[src/rtl/acf_pkg.sv]
// Purpose: Shared constants and types for the output code formatter
// Assumes: 32-bit AXI4-Lite register bus, 100 MHz clock
// Notes: Register offsets are byte addresses

package acf_pkg;

	// ----------------------------------------
	// Code range
	// ----------------------------------------
	localparam int CODE_W = 14;
	localparam logic [13:0] CODE_MAX = 14'h3fff;
	localparam logic [13:0] CODE_MID = 14'h1fff;
	localparam logic [13:0] CODE_ZERO = 14'h0000;

	// ----------------------------------------
	// Register map
	// ----------------------------------------
	localparam int ADDR_W = 8;
	localparam logic [7:0] ADDR_CTRL = 8'h00;
	localparam logic [7:0] ADDR_COEF_RED = 8'h04;
	localparam logic [7:0] ADDR_COEF_GREEN = 8'h08;
	localparam logic [7:0] ADDR_COEF_BLUE = 8'h0c;
	localparam logic [7:0] ADDR_STATUS = 8'h10;
	localparam logic [1:0] RESP_OKAY = 2'h0;
	localparam logic [1:0] RESP_SLVERR = 2'h2;

	localparam int CTRL_W = 9;
	localparam logic [8:0] CTRL_RESET = 9'h080;
	localparam int COEF_W = 16;
	localparam logic [15:0] COEF_RESET = 16'h0000;

	// ----------------------------------------
	// Buffer and latency
	// ----------------------------------------
	localparam int FIFO_DEPTH = 16;
	localparam int FIFO_CNT_W = 5;
	localparam int NUM_CHAN = 3;

	typedef enum logic [1:0] {CH_RED, CH_GREEN, CH_BLUE} acf_chan_e;
	typedef enum logic [1:0] {FMT_PAR14, FMT_MUX86, FMT_MUX77, FMT_NIB} acf_fmt_e;
	typedef enum logic [1:0] {PL_BIP0, PL_BIP1, PL_TOP, PL_BOTTOM} acf_place_e;
	typedef enum {REG_CTRL, REG_COEF_R, REG_COEF_G, REG_COEF_B, REG_STATUS, REG_NONE} acf_reg_e;

	// Low bit first: format, invert, placement, latency, double sample, line mode
	typedef struct packed {
		logic line_mode;
		logic double_sample;
		logic [1:0] latency;
		acf_place_e placement;
		logic invert;
		acf_fmt_e format;
	} acf_ctrl_s;

	typedef struct packed {
		logic [7:0] gain;
		logic [7:0] offset;
	} acf_coef_s;

	typedef struct packed {
		logic [13:0] code;
		logic green;
		logic over;
	} acf_word_s;

endpackage

[src/rtl/acf_formatter.sv]
// What this block does
// Format 00 drives all fourteen code bits at once on the full output bus.
// Format 01 drives the upper eight bits, then the lower six with green and over-range flags.
// Format 10 drives seven upper bits plus green flag, then seven lower bits plus over-range.
// Format 11 drives four nibbles on the top pins, the last being bits 1-0 and both flags.
// With invert set the code becomes 16383 minus the code, else it passes unchanged.
// Placement 10 adds 16383 so zero input sits at the top of the range.
// Placement 11 adds nothing so zero input sits at code zero.
// Placement 00 or 01 adds 8191 so zero input sits at mid-range.
// Output words appear after the pixel sync pulse with a two-bit selectable latency.
// Each result is a fourteen-bit unsigned code before inversion.
// The double-sampling bit resets to 1 and picks the reset level as reference when set.
// Each of three channels holds its own eight-bit offset and eight-bit gain code.
// In line-by-line mode each auto-cycle pulse steps red, green, blue, back to red.
// The green flag is 1 for green samples and 0 for red or blue ones.
// The over-range flag is 1 when the word came from an out-of-range input.
// The placed code saturates to 0 through 16383 before inversion and formatting.
//
// Purpose: Places, clips, inverts and serialises conversion codes to the pixel bus
// Assumes: sample_* comes from logic on clk; sync and auto-cycle pins are asynchronous
// Notes: A 16-word buffer decouples conversion from the sync-framed output
//
// Local design decisions: the AXI4-Lite slave port and the register addresses.
`timescale 1ns/1ps

module acf_fifo #(
	parameter int WIDTH = 16,
	parameter int DEPTH = 16
) (
	input wire logic clk,
	input wire logic rst_n,
	input wire logic [WIDTH-1:0] in_data,
	input wire logic in_valid,
	output logic in_ready,
	output logic [WIDTH-1:0] out_data,
	output logic out_valid,
	input wire logic out_ready,
	output logic [$clog2(DEPTH):0] count
);
	localparam int PW = $clog2(DEPTH);
	logic [WIDTH-1:0] mem [DEPTH];
	logic [PW-1:0] wr_ptr_reg;
	logic [PW-1:0] rd_ptr_reg;
	logic [PW:0] count_reg;
	logic push;
	logic pop;

	assign in_ready = (count_reg != (PW+1)'(DEPTH));
	assign out_valid = (count_reg != '0);
	assign push = in_valid && in_ready;
	assign pop = out_valid && out_ready;
	assign out_data = mem[rd_ptr_reg];
	assign count = count_reg;

	always_ff @(posedge clk) begin
		if (push) begin
			mem[wr_ptr_reg] <= in_data;
		end
	end

	always_ff @(posedge clk) begin
		if (!rst_n) begin
			wr_ptr_reg <= '0;
			rd_ptr_reg <= '0;
			count_reg <= '0;
		end else begin
			if (push) begin
				wr_ptr_reg <= wr_ptr_reg + 1'b1;
			end
			if (pop) begin
				rd_ptr_reg <= rd_ptr_reg + 1'b1;
			end
			if (push && !pop) begin
				count_reg <= count_reg + 1'b1;
			end else if (pop && !push) begin
				count_reg <= count_reg - 1'b1;
			end
		end
	end
endmodule

module acf_formatter (
	input wire logic clk,
	input wire logic rst_n,
	input wire logic [acf_pkg::ADDR_W-1:0] s_axi_awaddr,
	input wire logic s_axi_awvalid,
	output logic s_axi_awready,
	input wire logic [31:0] s_axi_wdata,
	input wire logic [3:0] s_axi_wstrb,
	input wire logic s_axi_wvalid,
	output logic s_axi_wready,
	output logic [1:0] s_axi_bresp,
	output logic s_axi_bvalid,
	input wire logic s_axi_bready,
	input wire logic [acf_pkg::ADDR_W-1:0] s_axi_araddr,
	input wire logic s_axi_arvalid,
	output logic s_axi_arready,
	output logic [31:0] s_axi_rdata,
	output logic [1:0] s_axi_rresp,
	output logic s_axi_rvalid,
	input wire logic s_axi_rready,
	input wire logic signed [15:0] sample_value,
	input wire acf_pkg::acf_chan_e sample_channel,
	input wire logic sample_over_range,
	input wire logic sample_valid,
	output logic sample_ready,
	input wire logic pixel_sync_pulse,
	input wire logic auto_cycle_pin,
	output logic [13:0] op_data,
	output logic op_word_strobe,
	output acf_pkg::acf_chan_e active_channel,
	output acf_pkg::acf_coef_s [2:0] channel_coef,
	output logic reset_level_reference
);
	import acf_pkg::*;

	typedef enum {ST_IDLE, ST_WAIT, ST_SHIFT} acf_state_e;

	acf_ctrl_s ctrl_reg;
	acf_coef_s coef_reg [NUM_CHAN];
	acf_chan_e chan_reg;
	acf_state_e state_reg;
	logic [1:0] wait_reg;
	logic [1:0] phase_reg;
	acf_word_s cur_reg;
	logic sync_m_reg, sync_s_reg, sync_d_reg;
	logic cyc_m_reg, cyc_s_reg, cyc_d_reg;
	logic sync_edge, cyc_edge;

	// ----------------------------------------
	// Helpers
	// ----------------------------------------
	function automatic acf_reg_e reg_decode(input logic [ADDR_W-1:0] a);
		unique case (a)
			ADDR_CTRL: reg_decode = REG_CTRL;
			ADDR_COEF_RED: reg_decode = REG_COEF_R;
			ADDR_COEF_GREEN: reg_decode = REG_COEF_G;
			ADDR_COEF_BLUE: reg_decode = REG_COEF_B;
			ADDR_STATUS: reg_decode = REG_STATUS;
			default: reg_decode = REG_NONE;
		endcase
	endfunction

	function automatic logic [31:0] merge(input logic [31:0] old, input logic [31:0] d,
			input logic [3:0] s);
		for (int i = 0; i < 4; i++) begin
			merge[i*8 +: 8] = s[i] ? d[i*8 +: 8] : old[i*8 +: 8];
		end
	endfunction

	function automatic logic [1:0] last_phase(input acf_fmt_e f);
		unique case (f)
			FMT_PAR14: last_phase = 2'd0;
			FMT_MUX86, FMT_MUX77: last_phase = 2'd1;
			FMT_NIB: last_phase = 2'd3;
		endcase
	endfunction

	function automatic logic [13:0] slice(input acf_fmt_e f, input logic [1:0] p,
			input acf_word_s w);
		slice = '0;
		unique case (f)
			// parallel word
			FMT_PAR14: slice = w.code;
			// eight then six
			FMT_MUX86: slice[13:6] = p[0] ? {w.code[5:0], w.green, w.over} : w.code[13:6];
			// seven and seven
			FMT_MUX77: slice[13:6] = p[0] ? {w.code[6:0], w.over} : {w.code[13:7], w.green};
			// four nibbles
			FMT_NIB: begin
				unique case (p)
					2'd0: slice[13:10] = w.code[13:10];
					2'd1: slice[13:10] = w.code[9:6];
					2'd2: slice[13:10] = w.code[5:2];
					2'd3: slice[13:10] = {w.code[1:0], w.green, w.over};
				endcase
			end
		endcase
	endfunction

	// ----------------------------------------
	// Register bus
	// ----------------------------------------
	logic [ADDR_W-1:0] awaddr_reg;
	logic [31:0] wdata_reg;
	logic [3:0] wstrb_reg;
	logic aw_full_reg, w_full_reg;
	logic do_write;
	acf_reg_e wr_sel;
	logic [FIFO_CNT_W-1:0] fifo_count;

	assign s_axi_awready = !aw_full_reg && !s_axi_bvalid;
	assign s_axi_wready = !w_full_reg && !s_axi_bvalid;
	assign s_axi_arready = !s_axi_rvalid;
	assign do_write = aw_full_reg && w_full_reg && !s_axi_bvalid;
	assign wr_sel = reg_decode(awaddr_reg);

	always_ff @(posedge clk) begin
		if (!rst_n) begin
			aw_full_reg <= 1'b0;
			w_full_reg <= 1'b0;
			awaddr_reg <= '0;
			wdata_reg <= '0;
			wstrb_reg <= '0;
			s_axi_bvalid <= 1'b0;
			s_axi_bresp <= RESP_OKAY;
		end else begin
			if (s_axi_awvalid && s_axi_awready) begin
				aw_full_reg <= 1'b1;
				awaddr_reg <= s_axi_awaddr;
			end
			if (s_axi_wvalid && s_axi_wready) begin
				w_full_reg <= 1'b1;
				wdata_reg <= s_axi_wdata;
				wstrb_reg <= s_axi_wstrb;
			end
			if (do_write) begin
				aw_full_reg <= 1'b0;
				w_full_reg <= 1'b0;
				s_axi_bvalid <= 1'b1;
				s_axi_bresp <= (wr_sel inside {REG_NONE, REG_STATUS}) ? RESP_SLVERR : RESP_OKAY;
			end else if (s_axi_bready) begin
				s_axi_bvalid <= 1'b0;
			end
		end
	end

	// double-sample default
	always_ff @(posedge clk) begin
		if (!rst_n) begin
			ctrl_reg <= acf_ctrl_s'(CTRL_RESET);
		end else if (do_write && wr_sel == REG_CTRL) begin
			ctrl_reg <= acf_ctrl_s'(merge(32'(ctrl_reg), wdata_reg, wstrb_reg)
				>> 0);
		end
	end

	// per-channel coefficients
	always_ff @(posedge clk) begin
		for (int i = 0; i < NUM_CHAN; i++) begin
			if (!rst_n) begin
				coef_reg[i] <= acf_coef_s'(COEF_RESET);
			end else if (do_write && wr_sel == acf_reg_e'(int'(REG_COEF_R) + i)) begin
				coef_reg[i] <= acf_coef_s'(merge(32'(coef_reg[i]), wdata_reg,
					wstrb_reg) >> 0);
			end
		end
	end

	always_ff @(posedge clk) begin
		if (!rst_n) begin
			s_axi_rvalid <= 1'b0;
			s_axi_rdata <= '0;
			s_axi_rresp <= RESP_OKAY;
		end else if (s_axi_arvalid && s_axi_arready) begin
			s_axi_rvalid <= 1'b1;
			s_axi_rresp <= RESP_OKAY;
			unique case (reg_decode(s_axi_araddr))
				REG_CTRL: s_axi_rdata <= 32'(ctrl_reg);
				REG_COEF_R: s_axi_rdata <= 32'(coef_reg[CH_RED]);
				REG_COEF_G: s_axi_rdata <= 32'(coef_reg[CH_GREEN]);
				REG_COEF_B: s_axi_rdata <= 32'(coef_reg[CH_BLUE]);
				REG_STATUS: s_axi_rdata <= {23'h0, fifo_count, 2'h0, chan_reg};
				REG_NONE: begin
					s_axi_rdata <= '0;
					s_axi_rresp <= RESP_SLVERR;
				end
			endcase
		end else if (s_axi_rready) begin
			s_axi_rvalid <= 1'b0;
		end
	end

	assign reset_level_reference = ctrl_reg.double_sample;
	assign active_channel = chan_reg;
	for (genvar g = 0; g < NUM_CHAN; g++) begin : g_coef
		assign channel_coef[g] = coef_reg[g];
	end

	// ----------------------------------------
	// Pin synchronisers
	// ----------------------------------------
	always_ff @(posedge clk) begin
		if (!rst_n) begin
			{sync_m_reg, sync_s_reg, sync_d_reg} <= 3'h0;
			{cyc_m_reg, cyc_s_reg, cyc_d_reg} <= 3'h0;
		end else begin
			{sync_m_reg, sync_s_reg, sync_d_reg} <= {pixel_sync_pulse, sync_m_reg, sync_s_reg};
			{cyc_m_reg, cyc_s_reg, cyc_d_reg} <= {auto_cycle_pin, cyc_m_reg, cyc_s_reg};
		end
	end
	assign sync_edge = sync_s_reg && !sync_d_reg;
	assign cyc_edge = cyc_s_reg && !cyc_d_reg;

	// red green blue cycling
	always_ff @(posedge clk) begin
		if (!rst_n) begin
			chan_reg <= CH_RED;
		end else if (ctrl_reg.line_mode && cyc_edge) begin
			chan_reg <= (chan_reg == CH_BLUE) ? CH_RED : acf_chan_e'(chan_reg + 2'd1);
		end
	end

	// ----------------------------------------
	// Code placement and polarity
	// ----------------------------------------
	logic signed [17:0] placed;
	logic [13:0] clipped;
	logic clip_hit;
	acf_word_s push_word;
	acf_chan_e word_chan;
	acf_word_s head_word;
	logic head_valid, pop;

	always_comb begin
		// black-level offset
		unique case (ctrl_reg.placement)
			PL_TOP: placed = 18'(sample_value) + 18'(CODE_MAX);
			PL_BOTTOM: placed = 18'(sample_value);
			PL_BIP0, PL_BIP1: placed = 18'(sample_value) + 18'(CODE_MID);
		endcase
		// saturate to unsigned 14 bits
		clip_hit = 1'b1;
		if (placed < 0) begin
			clipped = CODE_ZERO;
		end else if (placed > 18'(CODE_MAX)) begin
			clipped = CODE_MAX;
		end else begin
			clipped = placed[13:0];
			clip_hit = 1'b0;
		end
	end

	assign word_chan = ctrl_reg.line_mode ? chan_reg : sample_channel;
	// optional inversion
	assign push_word.code = ctrl_reg.invert ? CODE_MAX - clipped : clipped;
	// green flag
	assign push_word.green = (word_chan == CH_GREEN);
	// over-range covers clipped codes too
	assign push_word.over = sample_over_range || clip_hit;

	// Full buffer stalls the converter side
	acf_fifo #(.WIDTH($bits(acf_word_s)), .DEPTH(FIFO_DEPTH)) u_fifo (
		.clk(clk),
		.rst_n(rst_n),
		.in_data(push_word),
		.in_valid(sample_valid),
		.in_ready(sample_ready),
		.out_data(head_word),
		.out_valid(head_valid),
		.out_ready(pop),
		.count(fifo_count)
	);

	// ----------------------------------------
	// Sync-framed output sequencer
	// ----------------------------------------
	assign pop = (state_reg == ST_WAIT) && (wait_reg == 2'd0);

	// latency after sync
	always_ff @(posedge clk) begin
		if (!rst_n) begin
			state_reg <= ST_IDLE;
			wait_reg <= '0;
			phase_reg <= '0;
			cur_reg <= '0;
			op_data <= '0;
			op_word_strobe <= 1'b0;
		end else begin
			op_word_strobe <= 1'b0;
			unique case (state_reg)
				ST_IDLE: if (sync_edge && head_valid) begin
					state_reg <= ST_WAIT;
					wait_reg <= ctrl_reg.latency;
				end
				ST_WAIT: if (wait_reg != 2'd0) begin
					wait_reg <= wait_reg - 2'd1;
				end else begin
					cur_reg <= head_word;
					op_data <= slice(ctrl_reg.format, 2'd0, head_word);
					op_word_strobe <= 1'b1;
					phase_reg <= 2'd1;
					state_reg <= (last_phase(ctrl_reg.format) == 2'd0) ? ST_IDLE : ST_SHIFT;
				end
				ST_SHIFT: begin
					op_data <= slice(ctrl_reg.format, phase_reg, cur_reg);
					op_word_strobe <= 1'b1;
					phase_reg <= phase_reg + 2'd1;
					if (phase_reg == last_phase(ctrl_reg.format)) begin
						state_reg <= ST_IDLE;
					end
				end
			endcase
		end
	end

	logic first_out;
	assign first_out = pop;
endmodule

[config.mk]
export PLATFORM = sky130hd
export DESIGN_NAME = acf_formatter
export DESIGN_NICKNAME = d
export VERILOG_FILES = /design/src/rtl/acf_pkg.sv /design/src/rtl/acf_formatter.sv
export SDC_FILE = /design/constraint.sdc
export NUM_CORES = 1
export LEC_CHECK = 0
export BUFFER_PORTS_ARGS = -buffer_cell sky130_fd_sc_hd__buf_2
export CAP_MARGIN = 20
export CORE_AREA = 5 5 208 210
export CTS_CLUSTER_DIAMETER = 200
export DETAILED_ROUTE_END_ITERATION = 16
export DIE_AREA = 0 0 213 215
export MAX_ROUTING_LAYER = met4
export PLACE_DENSITY = 0.69
export SLEW_MARGIN = 0
export SYNTH_ARGS = -nofsm -noshare
export SYNTH_HDL_FRONTEND = slang
export SYNTH_SLANG_ARGS = --single-unit
export TNS_END_PERCENT = 20
[constraint.sdc]
create_clock -name clk -period 4 [get_ports clk]
set_clock_uncertainty 0.05 [all_clocks]
set_input_delay 0.8 -clock clk [delete_from_list [all_inputs] [get_ports clk]]
set_output_delay 0.8 -clock clk [all_outputs]
set_load 0.01 [all_outputs]
==> impl_metrics.csv, run 1 <==
group,metric,value,unit
floorplan,die_w,213,µm
placement,io_buffers,152,
yosys,yosysUniqueCellTypes,73,
timing,finalHoldViolations,0,
timing,tightest_slew,940.0,ps
drt,antenna_left,0,
critical_path,reg2reg_from,"state_reg[1]",
pwr,power_density,512.1,mW/mm²
final_layout,area_growth,16.05,%
worst_hold_path,min_from,"cyc_m_reg",
global_route,antenna_found_initial,2,
pwr,finalPower,10.86,mW
floorplan,start_util,0.4416,
clocking,clockRootBuffer,"clkbuf_16",
clocking,cts_setup_buffers,0,
critical_path,r2r_end,"u_fifo.count[4]",
yosys,syn_area,0.01828,mm²
timing,setup_ws,927.2,ps
critical_path,max_stage_delay,350,ps
yosys,ys_seq_area_frac,0.6299,
drt,dr_total_vias,11580,
worst_hold_path,hold_end,"cyc_s_reg",
final_layout,multi_input_area,0.006307,mm²
clocking,postCtsHoldBufs,0,
placement,place_worst_setup_slack,119.7,ps
yosys,synth_xor_area_frac,0.01102,
critical_path,r2r_slack,930,ps
floorplan,die_h,215,µm
global_route,grt_start_max_net_pins,73,
timing,finalSetupTns,0,ps
clocking,clk_pin_slew,60,ps
drt,via_per_inst,5.541,
yosys,synthFlopType,"edfxtp_1",
final_layout,utilization,0.5125,
yosys,yosysWarningCount,0,
clocking,clock_latency,540,ps
global_route,first_global_vias,11365,
outcome,status,"complete, no violations",
yosys,synth_compound_area_frac,0.07408,
timing,setup_violations,0,
yosys,synth-adder-area-share,0.01410,
yosys,synth_top_family_by_area,"multiplexers",
critical_path,critPathKind,"flop to flop",
critical_path,critPathLaunchType,"flop",
yosys,synthCells,1337,
timing,slew_headroom,0.3725,
drt,dr.pass1.iters,7,
final_layout,drive_gt1_frac,0.2608,
timing,drv_slew,0,
placement,placed_cells,2010,
final_layout,layout_commonest_cell,"edfxtp_1",
critical_path,path_max_fanout,11,
drt,drc_errors,0,
yosys,syn-mean-instance-area,13.67,µm²
critical_path,arrival,3480,ps
worst_hold_path,whs_path_depth,1,
yosys,synth_area_leaders,"edfxtp_1, dfxtp_1, mux4_2, mux2i_1, nand2_1",
drt,dr.first_iter.drc_count,877,
yosys,synth_top_cell_by_area,"edfxtp_1",
clocking,htreeDepth,2,
timing,rsz0062_at_grt,"false",
pwr,power.leakage,7.657,nW
timing,fmax,325.4,MHz
yosys,async_flop_share,0,
timing,finalCritPeriodShare,0.7682,
placement,place.gp.congestion,0.8694,
yosys,synth_edf_count,304,
critical_path,crit_path_top_delay_cell,"ha_1",
timing,layout_min_cycle_time,3073,ps
clocking,clock-sinks,423,
critical_path,worstSetupEndpointType,"flop",
critical_path,reg2regPathDepth,13,
final_layout,largest_reg_flops,256,
final_layout,stdcell_count,2090,
yosys,synth_top_area_share,0.4995,
final_layout,mostFrequentLayoutCells,"edfxtp_1, buf_2, dfxtp_1, nand2_1, nor2_1",
placement,dpl.hpwl,29270,µm
global_route,grt.total_usage,0.1928,
global_route,grt_pass1_wl,67050,µm
floorplan,placementRows,75,
pwr,peakVddDrop,0.3166,mV
final_layout,nets,1619,
yosys,yosys.area_share.simple,0.1143,
clocking,post_cts_resize_count,0,
floorplan,die-area,0.04580,mm²
drt,wirelength,43850,µm
clocking,cts_made_buffers,43,
clocking,clk_path_buf_depth,3,
worst_hold_path,hp-class,"flop to flop",
yosys,synth_seq_cells,423,
drt,wl_per_cell,20.98,µm
critical_path,cp_cell_sequence,"inv_1 > ha_1 > nand2_1 > a21oi_1 > inv_1 > ha_1 > inv_1 > ha_1 > a21o_1 > a21oi_1 > xnor2_1 > or3_1 > a21oi_1",
job,cap_violations,0,
floorplan,core,0.04138,mm²
global_route,grt-ovfl-total,0,
final_layout,ff_latch_area,0.01152,mm²
final_layout,n_fill_cell,3436,
critical_path,critical_path_required,4410,ps
floorplan,ios,189,
clocking,cts_tree,"built",
yosys,synth_mux_area_frac,0.1265,
[critical path: cells and delay by family (launching register included)]
kind / cells / cell delay, ps
AO/OA/AOI/OAI: 4 / 840
flip-flops: 1 / 320
XOR/XNOR: 1 / 100
adder cells (fa/ha/maj): 3 / 890
AND/OR/NAND/NOR: 2 / 440
buffers and inverters: 3 / 360
[cell usage after synthesis (3+ instances only)]
library cell  instances
nand4b_1              3
a22oi_1              19
o21ai_0              58
xnor2_1              14
o221a_2               4
mux2_2               26
mux2i_1              51
buf_2                 8
o31ai_1               4
a32o_1                7
buf_4                20
clkbuf_1             60
or4_1                 6
nor4_2               10
nand4_1               8
o221ai_1              3
a21oi_1              56
nand3_1              25
a211oi_1             17
nor4_1                7
inv_1                25
o211ai_1             11
dfxtp_1             119
ha_1                 19
nor3_1               19
a21o_1                5
nand3b_1              4
mux4_2               67
edfxtp_1            304
nand2b_1             17
and2_1               66
xor2_1                9
nand2_1             116
buf_1                 5
and3_1               10
nor2_1               75
a31oi_1               3
a22o_1                4
nor2b_1              12
[layout make-up]
class / count / area share
Sequential cell: 423 / 0.5430
Clock inverter: 25 / 0.01021
Antenna cell: 2 / 0.0002360
Timing Repair Buffer: 213 / 0.05841
Clock buffer: 51 / 0.05416
Multi-Input combinational cell: 810 / 0.2974
Tap cell: 539 / 0.03180
Inverter: 27 / 0.004779
[metal layers]
layer	up-vias	track usage	part of all wire
li1	5381	-	-
met1	5747	0.2612	0.43
met2	373	0.3077	0.48
met3	79	0.02829	0.065
met4	0	0.05185	0.026
met5	-	-	0
[where the power goes]
part	total (mW)	switching, mW	internal [mW]
combinational	1.75	0.925	0.825
sequential	5.24	0.275	4.97
clock	3.87	1.62	2.25
[cell families after synthesis]
group / after synthesis
buf+inv: 121
mux: 144
xor+xnor: 23
fa+ha+maj: 20
other cells: 1
simple gates: 395
flops: 423
compound gates: 210
[worst max path at each step]
stage / from / slack [ps] / endpoint
2_1_floorplan: sample_value[12] / 280 / u_fifo.mem[0][4]
3_3_place_gp: sample_value[13] / 290 / u_fifo.mem[4][15]
3_5_place_dp: sample_value[13] / 120 / u_fifo.mem[6][15]
4_1_cts: sample_value[13] / 690 / u_fifo.mem[6][15]
5_1_grt: state_reg[1] / 630 / u_fifo.count[4]
6_report: state_reg[1] / 930 / u_fifo.count[4]
[stage by stage]
| step | instance area, µm² | hold slack [ps] |
|---|---|---|
| detailed placement | 19800 | 377.7 |
| global route | 21210 | 410.1 |
| global placement | 19800 | 374.1 |
| finish | 21210 | 394.3 |
| floorplan | 18340 | 361.9 |
| CTS | 21170 | 398.4 |
Note: power is estimated with default switching activity, not from simulation.
==> run 2, diff against run 1 <==
--- a/config.mk
+++ b/config.mk
@@ -12,7 +12,7 @@
 export DETAILED_ROUTE_END_ITERATION = 16
 export DIE_AREA = 0 0 213 215
 export MAX_ROUTING_LAYER = met4
-export PLACE_DENSITY = 0.69
+export PLACE_DENSITY = 0.72
 export SLEW_MARGIN = 0
 export SYNTH_ARGS = -nofsm -noshare
 export SYNTH_HDL_FRONTEND = slang
==> constraint.sdc (replaced) <==
create_clock -name clk -period 2.65 [get_ports clk]
set_clock_uncertainty 0.05 [all_clocks]
set_input_delay 0.53 -clock clk [delete_from_list [all_inputs] [get_ports clk]]
set_output_delay 0.53 -clock clk [all_outputs]
set_load 0.01 [all_outputs]
==> run 2 against run 1 <==
Net effect: wire length increased by 4.1%; non-clock buffer count increased by 70; global-route usage increased by 0.83 points; sequential power increased by 49%; clock power increased by 55%; cell area increased by 4.3%; count of clock-buffer cells in the layout increased by 11; combinational power increased by 75%; final cell count increased by 3.4%; register-to-register slack got worse by 920 ps; sequential share of layout area decreased by 2.3 points; setup slack got worse by 920 ps; critical endpoint unchanged; highest routed layer unchanged.
==> impl_metrics.csv, run 2 (synthesis results as in run 1) <==
group,metric,value,unit
timing,fmax,378.0,MHz
floorplan,core,0.04138,mm²
drt,drc_errors,0,
critical_path,cp-startpoint,"u_fifo.count[0]",
global_route,grt_start_max_net_pins,60,
pwr,power_density,762.9,mW/mm²
clocking,clk_pin_slew,60,ps
global_route,first_global_vias,11812,
global_route,grt-ovfl-total,0,
global_route,grt_pass1_wl,69300,µm
clocking,htreeDepth,2,
clocking,clock-sinks,423,
worst_hold_path,whs_path_depth,2,
floorplan,die-area,0.04580,mm²
floorplan,die_w,213,µm
critical_path,r2r_slack,5,ps
clocking,cts_tree,"built",
drt,wirelength,45650,µm
timing,layout_min_cycle_time,2645,ps
timing,setup_violations,0,
timing,slew_headroom,0.4341,
final_layout,nets,1688,
timing,worst_hold_slack,135.0,ps
global_route,antenna_found_initial,2,
outcome,status,"complete, no violations",
final_layout,utilization,0.5348,
placement,placed_cell_area,0.02067,mm²
critical_path,critical_path_required,3090,ps
drt,dr.pass1.iters,5,
final_layout,final_area,0.02213,mm²
clocking,clock_latency,550,ps
floorplan,ios,189,
critical_path,reg2regPathDepth,11,
timing,drv_slew,0,
final_layout,largest_reg_flops,256,
floorplan,placementRows,75,
critical_path,worstSetupEndpointType,"flop",
drt,dr.first_iter.drc_count,1037,
pwr,power.leakage,8.134,nW
timing,finalHoldViolations,0,
critical_path,arrival,3080,ps
worst_hold_path,min_from,"auto_cycle_pin",
placement,place.gp.congestion,0.8722,
timing,finalCritPeriodShare,0.9982,
final_layout,layout_commonest_cell,"edfxtp_1",
critical_path,r2r_end,"u_fifo.count[4]",
clocking,cts_made_buffers,42,
placement,io_buffers,152,
timing,rsz0062_at_grt,"true",
critical_path,critPathLaunchType,"flop",
clocking,clockRootBuffer,"clkbuf_16",
critical_path,reg2reg_from,"u_fifo.count[0]",
pwr,peakVddDrop,0.5202,mV
placement,dpl.hpwl,31070,µm
final_layout,area_growth,21.09,%
critical_path,path_max_fanout,4,
floorplan,die_h,215,µm
final_layout,drive_gt1_frac,0.2936,
critical_path,critPathKind,"flop to flop",
job,cap_violations,0,
worst_hold_path,hp-class,"primary input to flop",
critical_path,setup.worst_path.end,"u_fifo.count[4]",
global_route,grt.total_usage,0.2011,
drt,via_per_inst,5.583,
floorplan,start_util,0.4416,
clocking,postCtsHoldBufs,0,
timing,tightest_slew,847.7,ps
clocking,clk_path_buf_depth,3,
drt,dr_total_vias,12065,
final_layout,mostFrequentLayoutCells,"edfxtp_1, buf_2, dfxtp_1, nand2_1, buf_4",
drt,wl_per_cell,21.12,µm
final_layout,n_fill_cell,3318,
drt,antenna_left,0,
==> run 2: changes by cell type in the layout (fill, tap and decap cells not counted), moves of 4 or more <==
cell and delta:
clkbuf_1 +13, nor4_4 +10, and3_1 -4, and3_4 +4, buf_4 +53, nor4_2 -9, buf_12 +17, clkinv_2 -6
==> run 2: per-layer routing <==
metal / global-route usage / share of wire
met4: 0.06379 / 0.030
met2: 0.3280 / 0.50
met5: - / 0
met3: 0.03471 / 0.073
met1: 0.2581 / 0.40
==> run 2: layout make-up <==
type | count | area (µm²) | share of cell area
well taps | 539 | 674.4 | 0.03047
repair buffers | 283 | 1961 | 0.08860
clock buffers | 62 | 1190 | 0.05377
diodes | 1 | 2.502 | 0.0001131
flip-flops and latches | 423 | 11520 | 0.5204
inverters | 27 | 101.3 | 0.004580
multi-input cells | 810 | 6482 | 0.2929
clock inverters | 16 | 202.7 | 0.009159
==> run 2: worst min-delay path by stage <==
stage / end / slack (ps)
floorplan: cyc_s_reg / 360
global placement: cyc_s_reg / 380
detailed placement: cyc_s_reg / 380
CTS: cyc_m_reg / 110
global route: cyc_m_reg / 130
finish: cyc_m_reg / 140
==> run 2: power breakdown <==
part	internal (mW)	switching [mW]	leakage, nW
Combinational	1.47	1.59	3.69
Clock	3.60	2.41	0.677
Sequential	7.50	0.317	3.77
==> run 2: worst max-delay path: stages (launching register included) <==
cell	delay [ps]
dfxtp_1	320
nor4_2	380
buf_4	190
a21boi_2	80
ha_1	230
inv_1	150
ha_1	290
a21o_1	190
a21oi_1	160
xnor2_1	110
or3_1	310
a21oi_1	130
==> run 2: stage by stage <==
step | setup WS (ps) | total power, mW | instances | setup TNS [ps]
after detailed placement | -493.9 | 10.98 | 2080 | -77270
final | 4.744 | 16.88 | 2161 | 0
after global routing | -123.3 | 17.61 | 2161 | -5516
after global placement | -391.0 | 10.89 | 2080 | -67420
after CTS | 2.282 | 16.99 | 2159 | 0
after floorplan | -163.5 | 9.834 | 1354 | -34750
==> run 2: timing repair <==
| action | CTS | global route |
|---|---|---|
| setup endpoints to repair | 17 | 81 |
| hold endpoints to repair | 0 | 0 |
| resized for setup | 3 | 2 |
| pin swaps | 1 | 2 |
| setup buffers | 1 | 1 |
